### config.mk
export PLATFORM = sky130hd
export DESIGN_NAME = atc_top
export DESIGN_NICKNAME = d
export VERILOG_FILES = /design/src/rtl/atc_pkg.sv /design/src/rtl/atc_top.sv
export SDC_FILE = /design/constraint.sdc
export NUM_CORES = 2
export LEC_CHECK = 0
export BUFFER_PORTS_ARGS = -buffer_cell sky130_fd_sc_hd__clkbuf_2
export CORE_AREA = 2 2 419 421
export CTS_BUF_LIST = sky130_fd_sc_hd__clkbuf_2 sky130_fd_sc_hd__clkbuf_4 sky130_fd_sc_hd__clkbuf_8
export DETAILED_ROUTE_END_ITERATION = 12
export DIE_AREA = 0 0 421 423
export GPL_ROUTABILITY_DRIVEN = 0
export GPL_TIMING_DRIVEN = 0
export SYNTH_ARGS = -nofsm -noshare
export SYNTH_HDL_FRONTEND = slang
export SYNTH_SLANG_ARGS = --single-unit
### constraint.sdc
create_clock -name i_sys_clk -period 19.7 [get_ports i_sys_clk]
set_clock_uncertainty 0.1 [all_clocks]
set_input_delay 1.97 -clock i_sys_clk [delete_from_list [all_inputs] [get_ports i_sys_clk]]
set_output_delay 1.97 -clock i_sys_clk [all_outputs]
set_load 0.02 [all_outputs]
### src/rtl/atc_pkg.sv
`default_nettype none
package atc_pkg;
    localparam int NUM_CH  = 4;
    localparam int NUM_LVL = 5;
    localparam int SMP_W   = 8;
    localparam int REC_LEN = 8;
    localparam int IDX_W   = 3;
    localparam int NUM_LOG = 16;
    localparam int AVG_W   = 17;
    localparam int SH_W    = 5;
    localparam logic [AVG_W-1:0] AVG_CNT_MIN     = 17'h00002;
    localparam logic [AVG_W-1:0] AVG_CNT_MAX     = 17'h186a0;
    localparam logic [15:0]      SGL_CNT_RST     = 16'h0001;
    // Limit held in microseconds per division
    localparam logic [31:0]      ROLL_LIM_RST_US = 32'h0007a120;
    localparam logic [31:0]      HOLDOFF_RST     = 32'h00000000;
    localparam int CLK_PERIOD_NS = 10;
    localparam int AUTO_TRIG_NS  = 100000;
    localparam int AUTO_TRIG_CYC = AUTO_TRIG_NS / CLK_PERIOD_NS;

    typedef enum logic [1:0] {kind_refresh = 2'h0, kind_average = 2'h1, kind_envelope = 2'h2} atc_kind_e;
    typedef enum logic [1:0] {arith_off = 2'h0, arith_env = 2'h1, arith_avg = 2'h2} atc_arith_e;
    typedef enum logic [1:0] {dec_sample = 2'h0, dec_peak = 2'h1, dec_hres = 2'h2} atc_dec_e;
    typedef enum logic [1:0] {interp_linear = 2'h0, sinc_curve_interp = 2'h1,
                              sample_hold_interp = 2'h2} atc_interp_e;
    typedef enum logic [3:0] {src_analog1 = 4'h0, src_analog2 = 4'h1, src_analog3 = 4'h2, src_analog4 = 4'h3,
                              front_panel_trig_input = 4'h4, src_power_line = 4'h5,
                              serial_decoder_one = 4'h6, serial_decoder_two = 4'h7,
                              logic_channels = 4'h8} atc_src_e;
    typedef enum logic [2:0] {tt_edge = 3'h0, tt_width = 3'h1, tt_video = 3'h2, tt_bus = 3'h3,
                              tt_pattern = 3'h4, tt_line = 3'h5, tt_transition = 3'h6,
                              tt_runt = 3'h7} atc_ttype_e;
    typedef enum logic [1:0] {slope_rise = 2'h0, slope_fall = 2'h1, slope_either = 2'h2} atc_slope_e;
    typedef enum logic [1:0] {st_idle = 2'h0, st_armed = 2'h1, st_capt = 2'h3} atc_state_e;

    typedef struct packed {
        atc_kind_e                      acquisition_kind_select;
        atc_arith_e                     multi_acquisition_arith;
        logic                           peak_capture_switch;
        logic                           high_res_switch;
        logic [15:0]                    single_run_count;
        logic [AVG_W-1:0]               averaging_count;
        logic                           auto_roll;
        logic [31:0]                    scroll_timebase_limit;
        atc_interp_e                    interp_select;
        logic                           trig_auto;
        atc_src_e                       trig_src;
        logic [3:0]                     logic_sel;
        atc_ttype_e                     trig_type;
        logic                           holdoff_on;
        logic [31:0]                    holdoff_cyc;
        atc_slope_e                     slope;
        logic [NUM_LVL-1:0][SMP_W-1:0]  level;
    } atc_cfg_s;

    localparam atc_cfg_s CFG_RST = '{
        acquisition_kind_select: kind_refresh, multi_acquisition_arith: arith_off,
        peak_capture_switch: 1'b0, high_res_switch: 1'b0, single_run_count: SGL_CNT_RST,
        averaging_count: AVG_CNT_MIN, auto_roll: 1'b0, scroll_timebase_limit: ROLL_LIM_RST_US,
        interp_select: sinc_curve_interp, trig_auto: 1'b1, trig_src: src_analog1, logic_sel: 4'h0,
        trig_type: tt_edge, holdoff_on: 1'b0, holdoff_cyc: HOLDOFF_RST, slope: slope_rise,
        level: '0};

    typedef struct packed {
        logic                          valid;
        logic [NUM_CH-1:0][SMP_W-1:0]  ch;
        logic [SMP_W-1:0]              ext;
        logic                          line;
        logic [1:0]                    sbus;
        logic [NUM_LOG-1:0]            logic_in;
    } atc_smp_s;

    typedef struct packed {
        logic                          valid;
        logic [IDX_W-1:0]              idx;
        logic [NUM_CH-1:0][SMP_W-1:0]  lo;
        logic [NUM_CH-1:0][SMP_W-1:0]  hi;
    } atc_res_s;
endpackage
`default_nettype wire

### src/rtl/atc_top.sv
`timescale 1ns/1ps
`default_nettype none
// Functional notes
// - Acquisition kind picks refresh, averaging or envelope display.
// - Arithmetic off leaves acquisition kind to pick refresh, averaging or envelope; off after reset.
// - Envelope keeps per-point minimum and maximum across acquisitions.
// - Averaging blends current acquisition with earlier ones, weighted by averaging count.
// - One arithmetic setting serves all channels, no channel index.
// - Peak capture switch, automatic or off, selects peak decimation; off by default.
// - High resolution switch, automatic or off, selects averaging decimation; off default.
// - Single run captures a programmable waveform count, default one.
// - Averaging count clamped to 2..100000, default 2.
// - Averaging restart discards accumulated waveform and starts over.
// - Done flag is 0 until averaging count acquisitions gathered, then 1.
// - Automatic roll engages when timebase reaches roll limit; off by default.
// - Roll limit programmable per division, default 500e-3 s.
// - Interpolation linear, sinc curve or sample-hold; sinc curve by default.
// - Auto mode forces a trigger after a timeout; genuine trigger wins.
// - Normal mode captures only on genuine triggers; auto by default.
// - Trigger sources: four analog, external, line, two decoders, sixteen logic.
// - Trigger type selects edge, width, video, bus, pattern, line, transition, runt.
// - Holdoff blocks new genuine triggers until holdoff time passes, forced ones still fire; off by default.
// - Edge trigger on rising, falling or either slope; rising default.
// - Threshold per input: 1-4 analog channels, 5 external input.
module atc_top
    import atc_pkg::*;
#(
    parameter int AUTO_CYC = AUTO_TRIG_CYC
) (
    input  wire logic        i_sys_clk,
    input  wire logic        i_reset,
    input  wire logic        i_ce,
    input  wire logic        i_cfg_wr,
    input  wire atc_cfg_s    i_cfg,
    input  wire atc_smp_s    i_smp,
    input  wire logic        i_det_trig,
    input  wire logic        i_run,
    input  wire logic        i_single_run_command,
    input  wire logic        i_averaging_restart,
    input  wire logic [31:0] i_timebase_us,
    output var  atc_res_s    o_res,
    output logic             o_averaging_done_flag,
    output logic             o_roll,
    output atc_interp_e      o_interp,
    output logic             o_trig,
    output logic             o_forced,
    output logic             o_busy
);

    atc_cfg_s cfg_q, cfg_d;
    always_comb begin
        cfg_d = cfg_q;
        if (i_cfg_wr) begin
            cfg_d = i_cfg;
            if (i_cfg.averaging_count < AVG_CNT_MIN) begin
                cfg_d.averaging_count = AVG_CNT_MIN;
            end else if (i_cfg.averaging_count > AVG_CNT_MAX) begin
                cfg_d.averaging_count = AVG_CNT_MAX;
            end
            if (i_cfg.single_run_count == '0) begin
                cfg_d.single_run_count = SGL_CNT_RST;
            end
        end
    end
    always_ff @(posedge i_sys_clk) begin
        if (i_reset) begin
            cfg_q <= CFG_RST;
        end else if (i_ce) begin
            cfg_q <= cfg_d;
        end
    end
    assign o_interp = cfg_q.interp_select;

    // Kind only matters while the shared all-channel arithmetic is off
    atc_arith_e arith;
    atc_dec_e   dec;
    always_comb begin
        arith = cfg_q.multi_acquisition_arith;
        if (arith == arith_off) begin
            unique case (cfg_q.acquisition_kind_select)
                kind_average:  arith = arith_avg;
                kind_envelope: arith = arith_env;
                default:       arith = arith_off;
            endcase
        end
        dec = cfg_q.peak_capture_switch ? dec_peak :
              (cfg_q.high_res_switch ? dec_hres : dec_sample);
    end

    // Two ADC samples per waveform point
    logic                         ph_q, ph_d, pt_v_q, pt_v_d;
    logic [NUM_CH-1:0][SMP_W-1:0] hold_q, hold_d, pt_lo_q, pt_lo_d, pt_hi_q, pt_hi_d;
    for (genvar c = 0; c < NUM_CH; c++) begin : g_dec
        always_comb begin
            logic [SMP_W:0] sum;
            sum = {1'b0, hold_q[c]} + {1'b0, i_smp.ch[c]};
            unique case (dec)
                dec_peak: begin
                    pt_lo_d[c] = (hold_q[c] < i_smp.ch[c]) ? hold_q[c] : i_smp.ch[c];
                    pt_hi_d[c] = (hold_q[c] < i_smp.ch[c]) ? i_smp.ch[c] : hold_q[c];
                end
                dec_hres: begin
                    pt_lo_d[c] = sum[SMP_W:1];
                    pt_hi_d[c] = sum[SMP_W:1];
                end
                default: begin
                    pt_lo_d[c] = hold_q[c];
                    pt_hi_d[c] = hold_q[c];
                end
            endcase
        end
    end
    always_comb begin
        ph_d   = i_smp.valid ? ~ph_q : ph_q;
        hold_d = (i_smp.valid && !ph_q) ? i_smp.ch : hold_q;
        pt_v_d = i_smp.valid && ph_q;
    end
    always_ff @(posedge i_sys_clk) begin
        if (i_reset) begin
            ph_q    <= 1'b0;
            pt_v_q  <= 1'b0;
            hold_q  <= '0;
            pt_lo_q <= '0;
            pt_hi_q <= '0;
        end else if (i_ce) begin
            ph_q   <= ph_d;
            pt_v_q <= pt_v_d;
            hold_q <= hold_d;
            if (pt_v_d) begin
                pt_lo_q <= pt_lo_d;
                pt_hi_q <= pt_hi_d;
            end
        end
    end

    // Trigger path
    atc_state_e         st_q, st_d;
    logic [NUM_LVL-1:0] above;
    logic               lvl, prev_q, prev_d, src_ok, edge_hit, gen, forced, fire;
    logic [31:0]        ho_q, ho_d, auto_q, auto_d;
    for (genvar c = 0; c < NUM_CH; c++) begin : g_cmp
        assign above[c] = i_smp.ch[c] >= cfg_q.level[c];
    end
    assign above[NUM_LVL-1] = i_smp.ext >= cfg_q.level[NUM_LVL-1];
    always_comb begin
        unique case (cfg_q.trig_src)
            src_analog1:            lvl = above[0];
            src_analog2:            lvl = above[1];
            src_analog3:            lvl = above[2];
            src_analog4:            lvl = above[3];
            front_panel_trig_input: lvl = above[NUM_LVL-1];
            src_power_line:         lvl = i_smp.line;
            serial_decoder_one:     lvl = i_smp.sbus[0];
            serial_decoder_two:     lvl = i_smp.sbus[1];
            logic_channels:         lvl = i_smp.logic_in[cfg_q.logic_sel];
            default:                lvl = 1'b0;
        endcase
        src_ok = (cfg_q.trig_src != logic_channels) || (cfg_q.trig_type inside {tt_edge, tt_width, tt_pattern});
        unique case (cfg_q.slope)
            slope_rise:   edge_hit = lvl && !prev_q;
            slope_fall:   edge_hit = !lvl && prev_q;
            default:      edge_hit = lvl ^ prev_q;
        endcase
        edge_hit = edge_hit && i_smp.valid;
        prev_d   = i_smp.valid ? lvl : prev_q;
        // Other trigger types come from their own detectors
        gen = (st_q == st_armed) && src_ok && ((cfg_q.trig_type == tt_edge) ? edge_hit : i_det_trig)
              && !(cfg_q.holdoff_on && ho_q != '0);
        forced = (st_q == st_armed) && cfg_q.trig_auto && !gen && (auto_q == 32'(AUTO_CYC - 1));
        fire   = gen || forced;
        ho_d   = fire ? cfg_q.holdoff_cyc : ((ho_q != '0) ? ho_q - 32'h1 : ho_q);
        auto_d = ((st_q == st_armed) && !fire) ? auto_q + 32'h1 : '0;
    end
    always_ff @(posedge i_sys_clk) begin
        if (i_reset) begin
            prev_q   <= 1'b0;
            ho_q     <= '0;
            auto_q   <= '0;
            o_trig   <= 1'b0;
            o_forced <= 1'b0;
        end else if (i_ce) begin
            prev_q   <= prev_d;
            ho_q     <= ho_d;
            auto_q   <= auto_d;
            o_trig   <= fire;
            o_forced <= forced;
        end
    end

    // Acquisition sequencing
    logic [IDX_W-1:0] idx_q, idx_d;
    logic [15:0]      left_q, left_d;
    logic             single_q, single_d, wr, acq_end;
    always_comb begin
        st_d     = st_q;
        idx_d    = idx_q;
        left_d   = left_q;
        single_d = single_q;
        wr       = 1'b0;
        acq_end  = 1'b0;
        unique case (st_q)
            st_idle: begin
                if (i_single_run_command) begin
                    single_d = 1'b1;
                    left_d   = cfg_q.single_run_count;
                    st_d     = st_armed;
                end else if (i_run) begin
                    single_d = 1'b0;
                    st_d     = st_armed;
                end
            end
            st_armed: begin
                idx_d = '0;
                if (fire) begin
                    st_d = st_capt;
                end else if (!i_run && !single_q) begin
                    st_d = st_idle;
                end
            end
            st_capt: begin
                if (pt_v_q) begin
                    wr    = 1'b1;
                    idx_d = idx_q + 1'b1;
                    if (idx_q == IDX_W'(REC_LEN - 1)) begin
                        acq_end = 1'b1;
                        if (single_q) begin
                            left_d = left_q - 16'h1;
                            st_d   = (left_q == 16'h1) ? st_idle : st_armed;
                        end else begin
                            st_d = i_run ? st_armed : st_idle;
                        end
                    end
                end
            end
            default: st_d = st_idle;
        endcase
    end
    always_ff @(posedge i_sys_clk) begin
        if (i_reset) begin
            st_q     <= st_idle;
            idx_q    <= '0;
            left_q   <= '0;
            single_q <= 1'b0;
            o_busy   <= 1'b0;
        end else if (i_ce) begin
            st_q     <= st_d;
            idx_q    <= idx_d;
            left_q   <= left_d;
            single_q <= single_d;
            o_busy   <= st_d != st_idle;
        end
    end

    // Multi-acquisition arithmetic
    logic [REC_LEN-1:0][NUM_CH-1:0][SMP_W-1:0] lo_mem_q, lo_mem_d, hi_mem_q, hi_mem_d;
    logic [NUM_CH-1:0][SMP_W-1:0]              nlo, nhi;
    logic [AVG_W-1:0]                          n_q, n_d, wt;
    logic [SH_W-1:0]                           sh;
    atc_res_s                                  res_d;
    logic                                      done_d;

    // Power-of-two weight keeps the blend divider-free; mean is approximate
    function automatic logic [SMP_W-1:0] avg_mix(input logic [SMP_W-1:0] old, input logic [SMP_W-1:0] nw,
                                                 input logic [SH_W-1:0] s);
        logic signed [SMP_W+1:0] diff;
        logic signed [SMP_W+1:0] acc;
        diff = $signed({2'b00, nw}) - $signed({2'b00, old});
        acc  = $signed({2'b00, old}) + (diff >>> s);
        return acc[SMP_W-1:0];
    endfunction

    always_comb begin
        wt = (n_q >= cfg_q.averaging_count) ? cfg_q.averaging_count : n_q + 1'b1;
        sh = '0;
        for (int b = 1; b < AVG_W; b++) begin
            if (wt[b]) begin
                sh = SH_W'(b);
            end
        end
    end
    for (genvar c = 0; c < NUM_CH; c++) begin : g_arith
        always_comb begin
            logic [SMP_W-1:0] olo;
            logic [SMP_W-1:0] ohi;
            olo    = lo_mem_q[idx_q][c];
            ohi    = hi_mem_q[idx_q][c];
            nlo[c] = pt_lo_q[c];
            nhi[c] = pt_hi_q[c];
            if (n_q != '0) begin
                unique case (arith)
                    arith_env: begin
                        nlo[c] = (olo < pt_lo_q[c]) ? olo : pt_lo_q[c];
                        nhi[c] = (ohi > pt_hi_q[c]) ? ohi : pt_hi_q[c];
                    end
                    arith_avg: begin
                        nlo[c] = avg_mix(olo, pt_lo_q[c], sh);
                        nhi[c] = avg_mix(ohi, pt_hi_q[c], sh);
                    end
                    default: begin
                    end
                endcase
            end
        end
    end
    always_comb begin
        lo_mem_d = lo_mem_q;
        hi_mem_d = hi_mem_q;
        if (wr) begin
            lo_mem_d[idx_q] = nlo;
            hi_mem_d[idx_q] = nhi;
        end
        res_d = '{valid: wr, idx: idx_q, lo: nlo, hi: nhi};
        // Completion in the restart cycle counts as the first of the new series
        if (i_averaging_restart) begin
            n_d = acq_end ? AVG_W'(1) : '0;
        end else if (acq_end && n_q < AVG_CNT_MAX) begin
            n_d = n_q + 1'b1;
        end else begin
            n_d = n_q;
        end
        done_d = n_d >= cfg_d.averaging_count;
    end
    always_ff @(posedge i_sys_clk) begin
        if (i_reset) begin
            lo_mem_q              <= '0;
            hi_mem_q              <= '0;
            n_q                   <= '0;
            o_res                 <= '0;
            o_averaging_done_flag <= 1'b0;
            o_roll                <= 1'b0;
        end else if (i_ce) begin
            lo_mem_q              <= lo_mem_d;
            hi_mem_q              <= hi_mem_d;
            n_q                   <= n_d;
            o_res                 <= res_d;
            o_averaging_done_flag <= done_d;
            o_roll                <= cfg_q.auto_roll && (i_timebase_us >= cfg_q.scroll_timebase_limit);
        end
    end
endmodule // atc_top
`default_nettype wire

# Yosys cells after proc, flatten, opt, wreduce, memory -nomap -nowiden
# Cells that the tools add are included.
# Widths: inputs -> output; s select.
[word_totals] register_bits=948 output_inout_bits=75 elab_cells=368
[op_classes] add_sub_neg=25 n_lt_le_gt_ge=26 eq_ne=27 n_shift=8 muxes=108 bitwise=2 n_reduce_logical=50
[ops] operator="$bwmux 256" count=2
[ops] operator="$pmux 8 s2" count=16
[ops] operator="$bmux 32 s3" count=2
[ops] operator="$mux 32" count=6
[ops] operator="$mux 8" count=24
[ops] operator="$mux 139" count=1
[ops] operator="$demux 32 s3" count=1
[ops] operator="$mux 17" count=5
[ops] operator="$mux 16" count=5
[ops] operator="$mux 5" count=15
[ops] operator="$sshr 9x5->8" count=8
[ops] operator="$sub 8x8->9" count=8
[ops] operator="$add 8x8->8" count=8
[ops] operator="$lt 8x8->1" count=8
[ops] operator="$ge 8x8->1" count=5
[ops] operator="$add 8x8->9" count=4
[ops] operator="$ge 17x17->1" count=2
[ops] operator="$add 32x1->32 const B" count=1
[ops] operator="$eq 32x14->1 const B" count=1
[ops] operator="$ge 32x32->1" count=1
[ops] operator="$gt 8x8->1" count=4
[ops] operator="$pmux 16 s2" count=1
[ops] operator="$reduce_bool 32->1" count=1
[ops] operator="$sub 32x1->32 const B" count=1
[ops] operator="other kinds (44)" count=116

# Longest topological paths before layout
[logic_depth] depth_word=23 depth_mapped=35 depth_no_buf=31

# Least setup slack after synthesis
# No wires, ideal clock.
[synth_timing] path_type="register to register" from="reg idx_q[0]" to="reg lo_mem_q[111] (netlist bit)" setup_time_ns=0.137 arrival_ns=6.267 path_slack_ns=13.195 stages_incl_launch_ff=31 n_path_buf=3 synth_period_minus_slack_ns=6.505 path_cell_list="dfxtp_1 > clkbuf_1 > nor3b_1 > clkbuf_1 > clkbuf_1 > a22oi_1 > nand4_1 > inv_1 > ha_1 > nor2b_1 > o21ai_0 > a21boi_0 > o21ai_0 > nand2b_1 > a31oi_1 > xnor2_1 > mux2_2 > a21oi_1 > a221oi_1 > ha_1 > a21o_1 > a21oi_1 > o21bai_1 > a21oi_1 > o21bai_1 > a21oi_1 > xnor2_1 > nor2b_1 > mux2_2 > a211oi_4 > a211oi_1"
[synth_between] elab_chain_len=8 word_cells_on_any_way=15
[synth_rtl] element="start, declared" line="atc_top.sv:191" rtl="logic [IDX_W-1:0] idx_q, idx_d;"
[synth_rtl] element="start signal, assigned" line="atc_top.sv:247" rtl="idx_q <= idx_d;"
[synth_rtl] element="$bmux 32 s3" line="atc_top.sv:285" rtl="olo = lo_mem_q[idx_q][c];"
[synth_rtl] element="$mux 32"
[synth_rtl] element="$sub 8x8->9" line="atc_top.sv:267" rtl="diff = $signed({2'b00, nw}) - $signed({2'b00, old});"
[synth_rtl] element="$sshr 9x5->8" line="atc_top.sv:268" rtl="acc = $signed({2'b00, old}) + (diff >>> s);"
[synth_rtl] element="$add 8x8->8" line="atc_top.sv:268"
[synth_rtl] element="$pmux 8 s2" line="atc_top.sv:290" rtl="unique case (arith)"
[synth_rtl] element="$mux 8" line="atc_top.sv:289" rtl="if (n_q != '0) begin"
[synth_rtl] element="$bwmux 256 *" line="atc_top.sv:309" rtl="lo_mem_d[idx_q] = nlo;"
[synth_rtl] element="end signal, assigned" line="atc_top.sv:332" rtl="lo_mem_q <= lo_mem_d;"
[synth_rtl] element="end, declared" line="atc_top.sv:255" rtl="logic [REC_LEN-1:0][NUM_CH-1:0][SMP_W-1:0] lo_mem_q, lo_mem_d, hi_mem_q, hi_mem_d;"
# Mark *: on every way between the ends. The rest lies on a longest branch, timed or not. The select of a mux whose other input is x is not followed.
# A chain may end at the register's enable or synchronous reset.

# Final worst setup path
[layout_timing] from="reg idx_q[2]" to="reg hi_mem_q[71] (netlist bit)"
[layout_between] elab_chain_len=8 word_cells_on_any_way=15
[layout_rtl] element="$bmux 32 s3" line="atc_top.sv:286" rtl="ohi = hi_mem_q[idx_q][c];"
[layout_rtl] element="$mux 32"
[layout_rtl] element="$sub 8x8->9" line="atc_top.sv:267"
[layout_rtl] element="$sshr 9x5->8" line="atc_top.sv:268"
[layout_rtl] element="$add 8x8->8" line="atc_top.sv:268"
[layout_rtl] element="$pmux 8 s2" line="atc_top.sv:290"
[layout_rtl] element="$mux 8" line="atc_top.sv:289"
[layout_rtl] element="$bwmux 256 *" line="atc_top.sv:310" rtl="hi_mem_d[idx_q] = nhi;"
[layout_rtl] element="end signal, assigned" line="atc_top.sv:333" rtl="hi_mem_q <= hi_mem_d;"
[layout_rtl] element="end, declared" line="atc_top.sv:255"
# Marked as above.

==> impl_metrics.py <==
metrics = {
    "floorplanning": {
        "floorplan.initialDensity_pct": 29.84,
        "boundaryPins": 336,
        "core_um2": 173200,
        "fp.dieW_um": 421,
        "dieArea_um2": 178100,
        "rows": 153,
        "chipHeight_um": 423,
    },
    "worst_setup_path": {
        "endpoint": "hi_mem_q[71]$_SDFFE_PP0P_",
        "required_ns": 20.32,
        "critPathLaunch": "idx_q[2]$_SDFFE_PP0P_",
        "reg2reg_from": "idx_q[2]$_SDFFE_PP0P_",
        "path_class": "flop to flop",
        "worst-path-max-fanout": 10,
        "regToRegEndpoint": "hi_mem_q[71]$_SDFFE_PP0P_",
        "start_kind": "flop",
        "r2r_slack_ns": 9.08,
        "reg2regPathDepth": 34,
        "crit_path_end_kind": "flop",
        "crit_top_cell": "nand2_1",
        "critPathMaxStageDelay_ns": 0.98,
        "worstPathArrival_ns": 11.24,
        "cp_slowest_cell": "nor2_1",
    },
    "detailed_routing": {
        "drt_pass1_iterations": 13,
        "vias": 52530,
        "vias_per_cell": 5.592,
        "drcViolationCount": 0,
        "postRouteAntennaNets": 0,
        "wire_per_inst_um": 23.71,
        "wl_mm": 222.7,
        "drt-initial-drc-count": 6139,
    },
    "sta": {
        "rsz0062_at_grt": "false",
        "setup_viol_count_final": 0,
        "fmax_ghz": 0.09414,
        "finalCritPeriodShare_pct": 53.92,
        "tightest_slew_ns": 1.582,
        "fin_crit_ns": 10.62,
        "hold_viol_final": 0,
        "relSlewSlack_pct": -5.484,
        "finalMaxSlewViolations": 11,
        "setup_tns_ns": 0,
    },
    "placed_design": {
        "numPortBuffers": 332,
        "placed_cells": 9090,
        "dpl.hpwl_mm": 169.4,
    },
    "synthesis": {
        "synth_compound_area_share_pct": 26.06,
        "synth_fp_nets": 7000,
        "yosysWarnings": 0,
        "synth_fa_ha_area_share_pct": 7.915,
        "ys_ff_latch": 948,
        "synthCells": 6424,
        "synthSimpleGateAreaFrac_pct": 17.35,
        "synth_xor_xnor_area_share_pct": 2.641,
        "synthMuxAreaShare_pct": 3.580,
        "syn_area_per_cell_um2": 8.047,
        "synth_flop_cell": "dfxtp_1",
        "ys_types": 89,
        "syn-cell-area_um2": 51690,
        "synth_top_family_by_area": "compound AO/OA/AOI/OAI gates",
        "yosysSeqAreaShare_pct": 36.71,
        "synth_edf_count": 0,
        "async_flop_share_pct": 0,
    },
    "cts": {
        "htree_levels": 4,
        "cts_sinks": 948,
        "cts_tree": "yes",
        "cts_root_buf": "clkbuf_8",
        "cts_buffer_depth": 3,
        "ctsResizeCount": 0,
        "cts_buffers": 165,
        "cts_setup_buffers": 0,
        "cts_hold_buf": 0,
        "cts.clk_slew.worst_paths_ns": 0.07,
        "worstSkewPairLatency_ns": 0.93,
    },
    "global_routing": {
        "grt_max_degree": 17,
        "antenna_found_initial": 10,
        "busiest_layer": "met2",
        "grt_use_total_pct": 23.89,
        "grtUsageMet1_pct": 29.96,
        "grt_pass1_wl_mm": 322.9,
        "grt_overflow_total": 0,
        "use_met2_pct": 37.21,
        "use_met3_pct": 5.823,
        "grt_pass1_vias": 49655,
    },
    "job": {
        "maxCapViolations": 2,
    },
    "worst_hold_path": {
        "hold_path.class": "flop to flop",
    },
    "cells_and_area": {
        "layout_commonest_cell": "nor2_1",
        "nets": 7508,
        "utilization_pct": 34.62,
        "stdcell_count": 9393,
        "fill_cells": 18203,
        "drive_gt1_share_pct": 10.75,
        "syn_to_final_growth_pct": 16.04,
        "final_cell_mix": "nor2_1 (1007), dfxtp_1 (948), a211oi_1 (657), nand2_1 (619), clkbuf_1 (453)",
    },
    "run_status": {
        "status": "finished, violations left",
        "violations": "capacitance limit, slew limit",
    },
    "pwr": {
        "peakVddDrop_mv": 0.06987,
        "p_per_area_nw_per_um2": 80.54,
        "p_leak_nw": 21.99,
    },
}
power breakdown:
part / switching (mW) / internal (mW)
clock network: 0.880 / 1.10
registers: 0.0626 / 1.98
logic: 0.522 / 0.288
cells in the mapped netlist (47+ instances only):
master | n | area, um^2
a21oi_1 | 440 | 2202
a211oi_1 | 657 | 4932
a21o_1 | 68 | 510.5
a22oi_1 | 303 | 2275
mux2_2 | 57 | 641.9
nand4_1 | 83 | 519.3
dfxtp_1 | 948 | 18980
o21bai_1 | 47 | 352.8
clkbuf_1 | 455 | 1708
ha_1 | 295 | 3691
xnor2_1 | 111 | 972.2
nor2_1 | 1007 | 3780
nor3_1 | 76 | 380.4
nand3_1 | 53 | 265.3
inv_1 | 285 | 1070
o21ai_0 | 202 | 1011
nand2_1 | 619 | 2323
mux2i_1 | 105 | 1051
routing by layer:
| metal | part of all wire, % | wire, um |
|---|---|---|
| met5 | 0 | 0 |
| met3 | 9.9 | 22010 |
| met1 | 40 | 90020 |
| met2 | 44 | 97350 |
| met4 | 6.0 | 13340 |
stage by stage:
stage | hold WS [ns] | total power, mW | area [um^2] | setup slack (ns)
6_report | 0.3543 | 4.831 | 59980 | 9.077
5_1_grt | 0.3690 | 5.010 | 59980 | 8.813
2_1_floorplan | 0.3284 | 2.607 | 51690 | 13.20
4_1_cts | 0.3548 | 4.826 | 59960 | 9.489
3_5_place_dp | 0.3474 | 2.869 | 56390 | 9.555
3_3_place_gp | 0.3449 | 2.853 | 56260 | 9.480
final cells by class:
cell class / count / area [um^2] / share of cell area (%)
timing repair buffer: 341 / 1754 / 2.925
multi-input combinational: 4696 / 29780 / 49.64
clock buffer: 262 / 3231 / 5.386
antenna: 10 / 25.02 / 0.04172
sequential: 948 / 18980 / 31.64
clock inverter: 31 / 337.8 / 0.5632
inverter: 288 / 1081 / 1.802
buffer: 492 / 1889 / 3.150
tap: 2325 / 2909 / 4.850
kinds of logic after synthesis:
group | count (synthesis)
compound gates | 1972
xor+xnor | 155
fa+ha+maj | 315
buf+inv | 780
flops | 948
mux | 169
simple gates | 2085
worst max-delay path, delay by kind of cell (launching register included):
kind	cells	cell delay (ns)
AOI/OAI and AO/OA	13	3.61
buffers and inverters	5	2.45
and+or+nand+nor	10	2.23
adders and majority gates	3	0.91
xor gates and xnor gates	2	0.49
DFF	1	0.47
muxes	1	0.18
worst min-delay path by stage:
stage	start	endpoint	depth (start not counted)
2_1_floorplan	cfg_q[86]$_SDFFE_PP1P_	cfg_q[86]$_SDFFE_PP1P_	2
3_3_place_gp	cfg_q[36]$_SDFFE_PP0P_	cfg_q[36]$_SDFFE_PP0P_	2
3_5_place_dp	cfg_q[12]$_SDFFE_PP0P_	cfg_q[12]$_SDFFE_PP0P_	2
4_1_cts	cfg_q[114]$_SDFFE_PP0P_	cfg_q[114]$_SDFFE_PP0P_	2
5_1_grt	cfg_q[28]$_SDFFE_PP0P_	cfg_q[28]$_SDFFE_PP0P_	2
6_report	cfg_q[19]$_SDFFE_PP0P_	cfg_q[19]$_SDFFE_PP0P_	2
state kept, by name, summed over array words and instances (netlist names), 2 cells and up:
register  flops
o_res        68
pt_hi_q      32
auto_q       32
st_q          2
ho_q         32
idx_q         3
n_q          17
cfg_q       159
lo_mem_q    256
left_q       16
pt_lo_q      32
hold_q       32
o_interp      2
hi_mem_q    256
No activity file was read; power rests on OpenSTA's default activity.
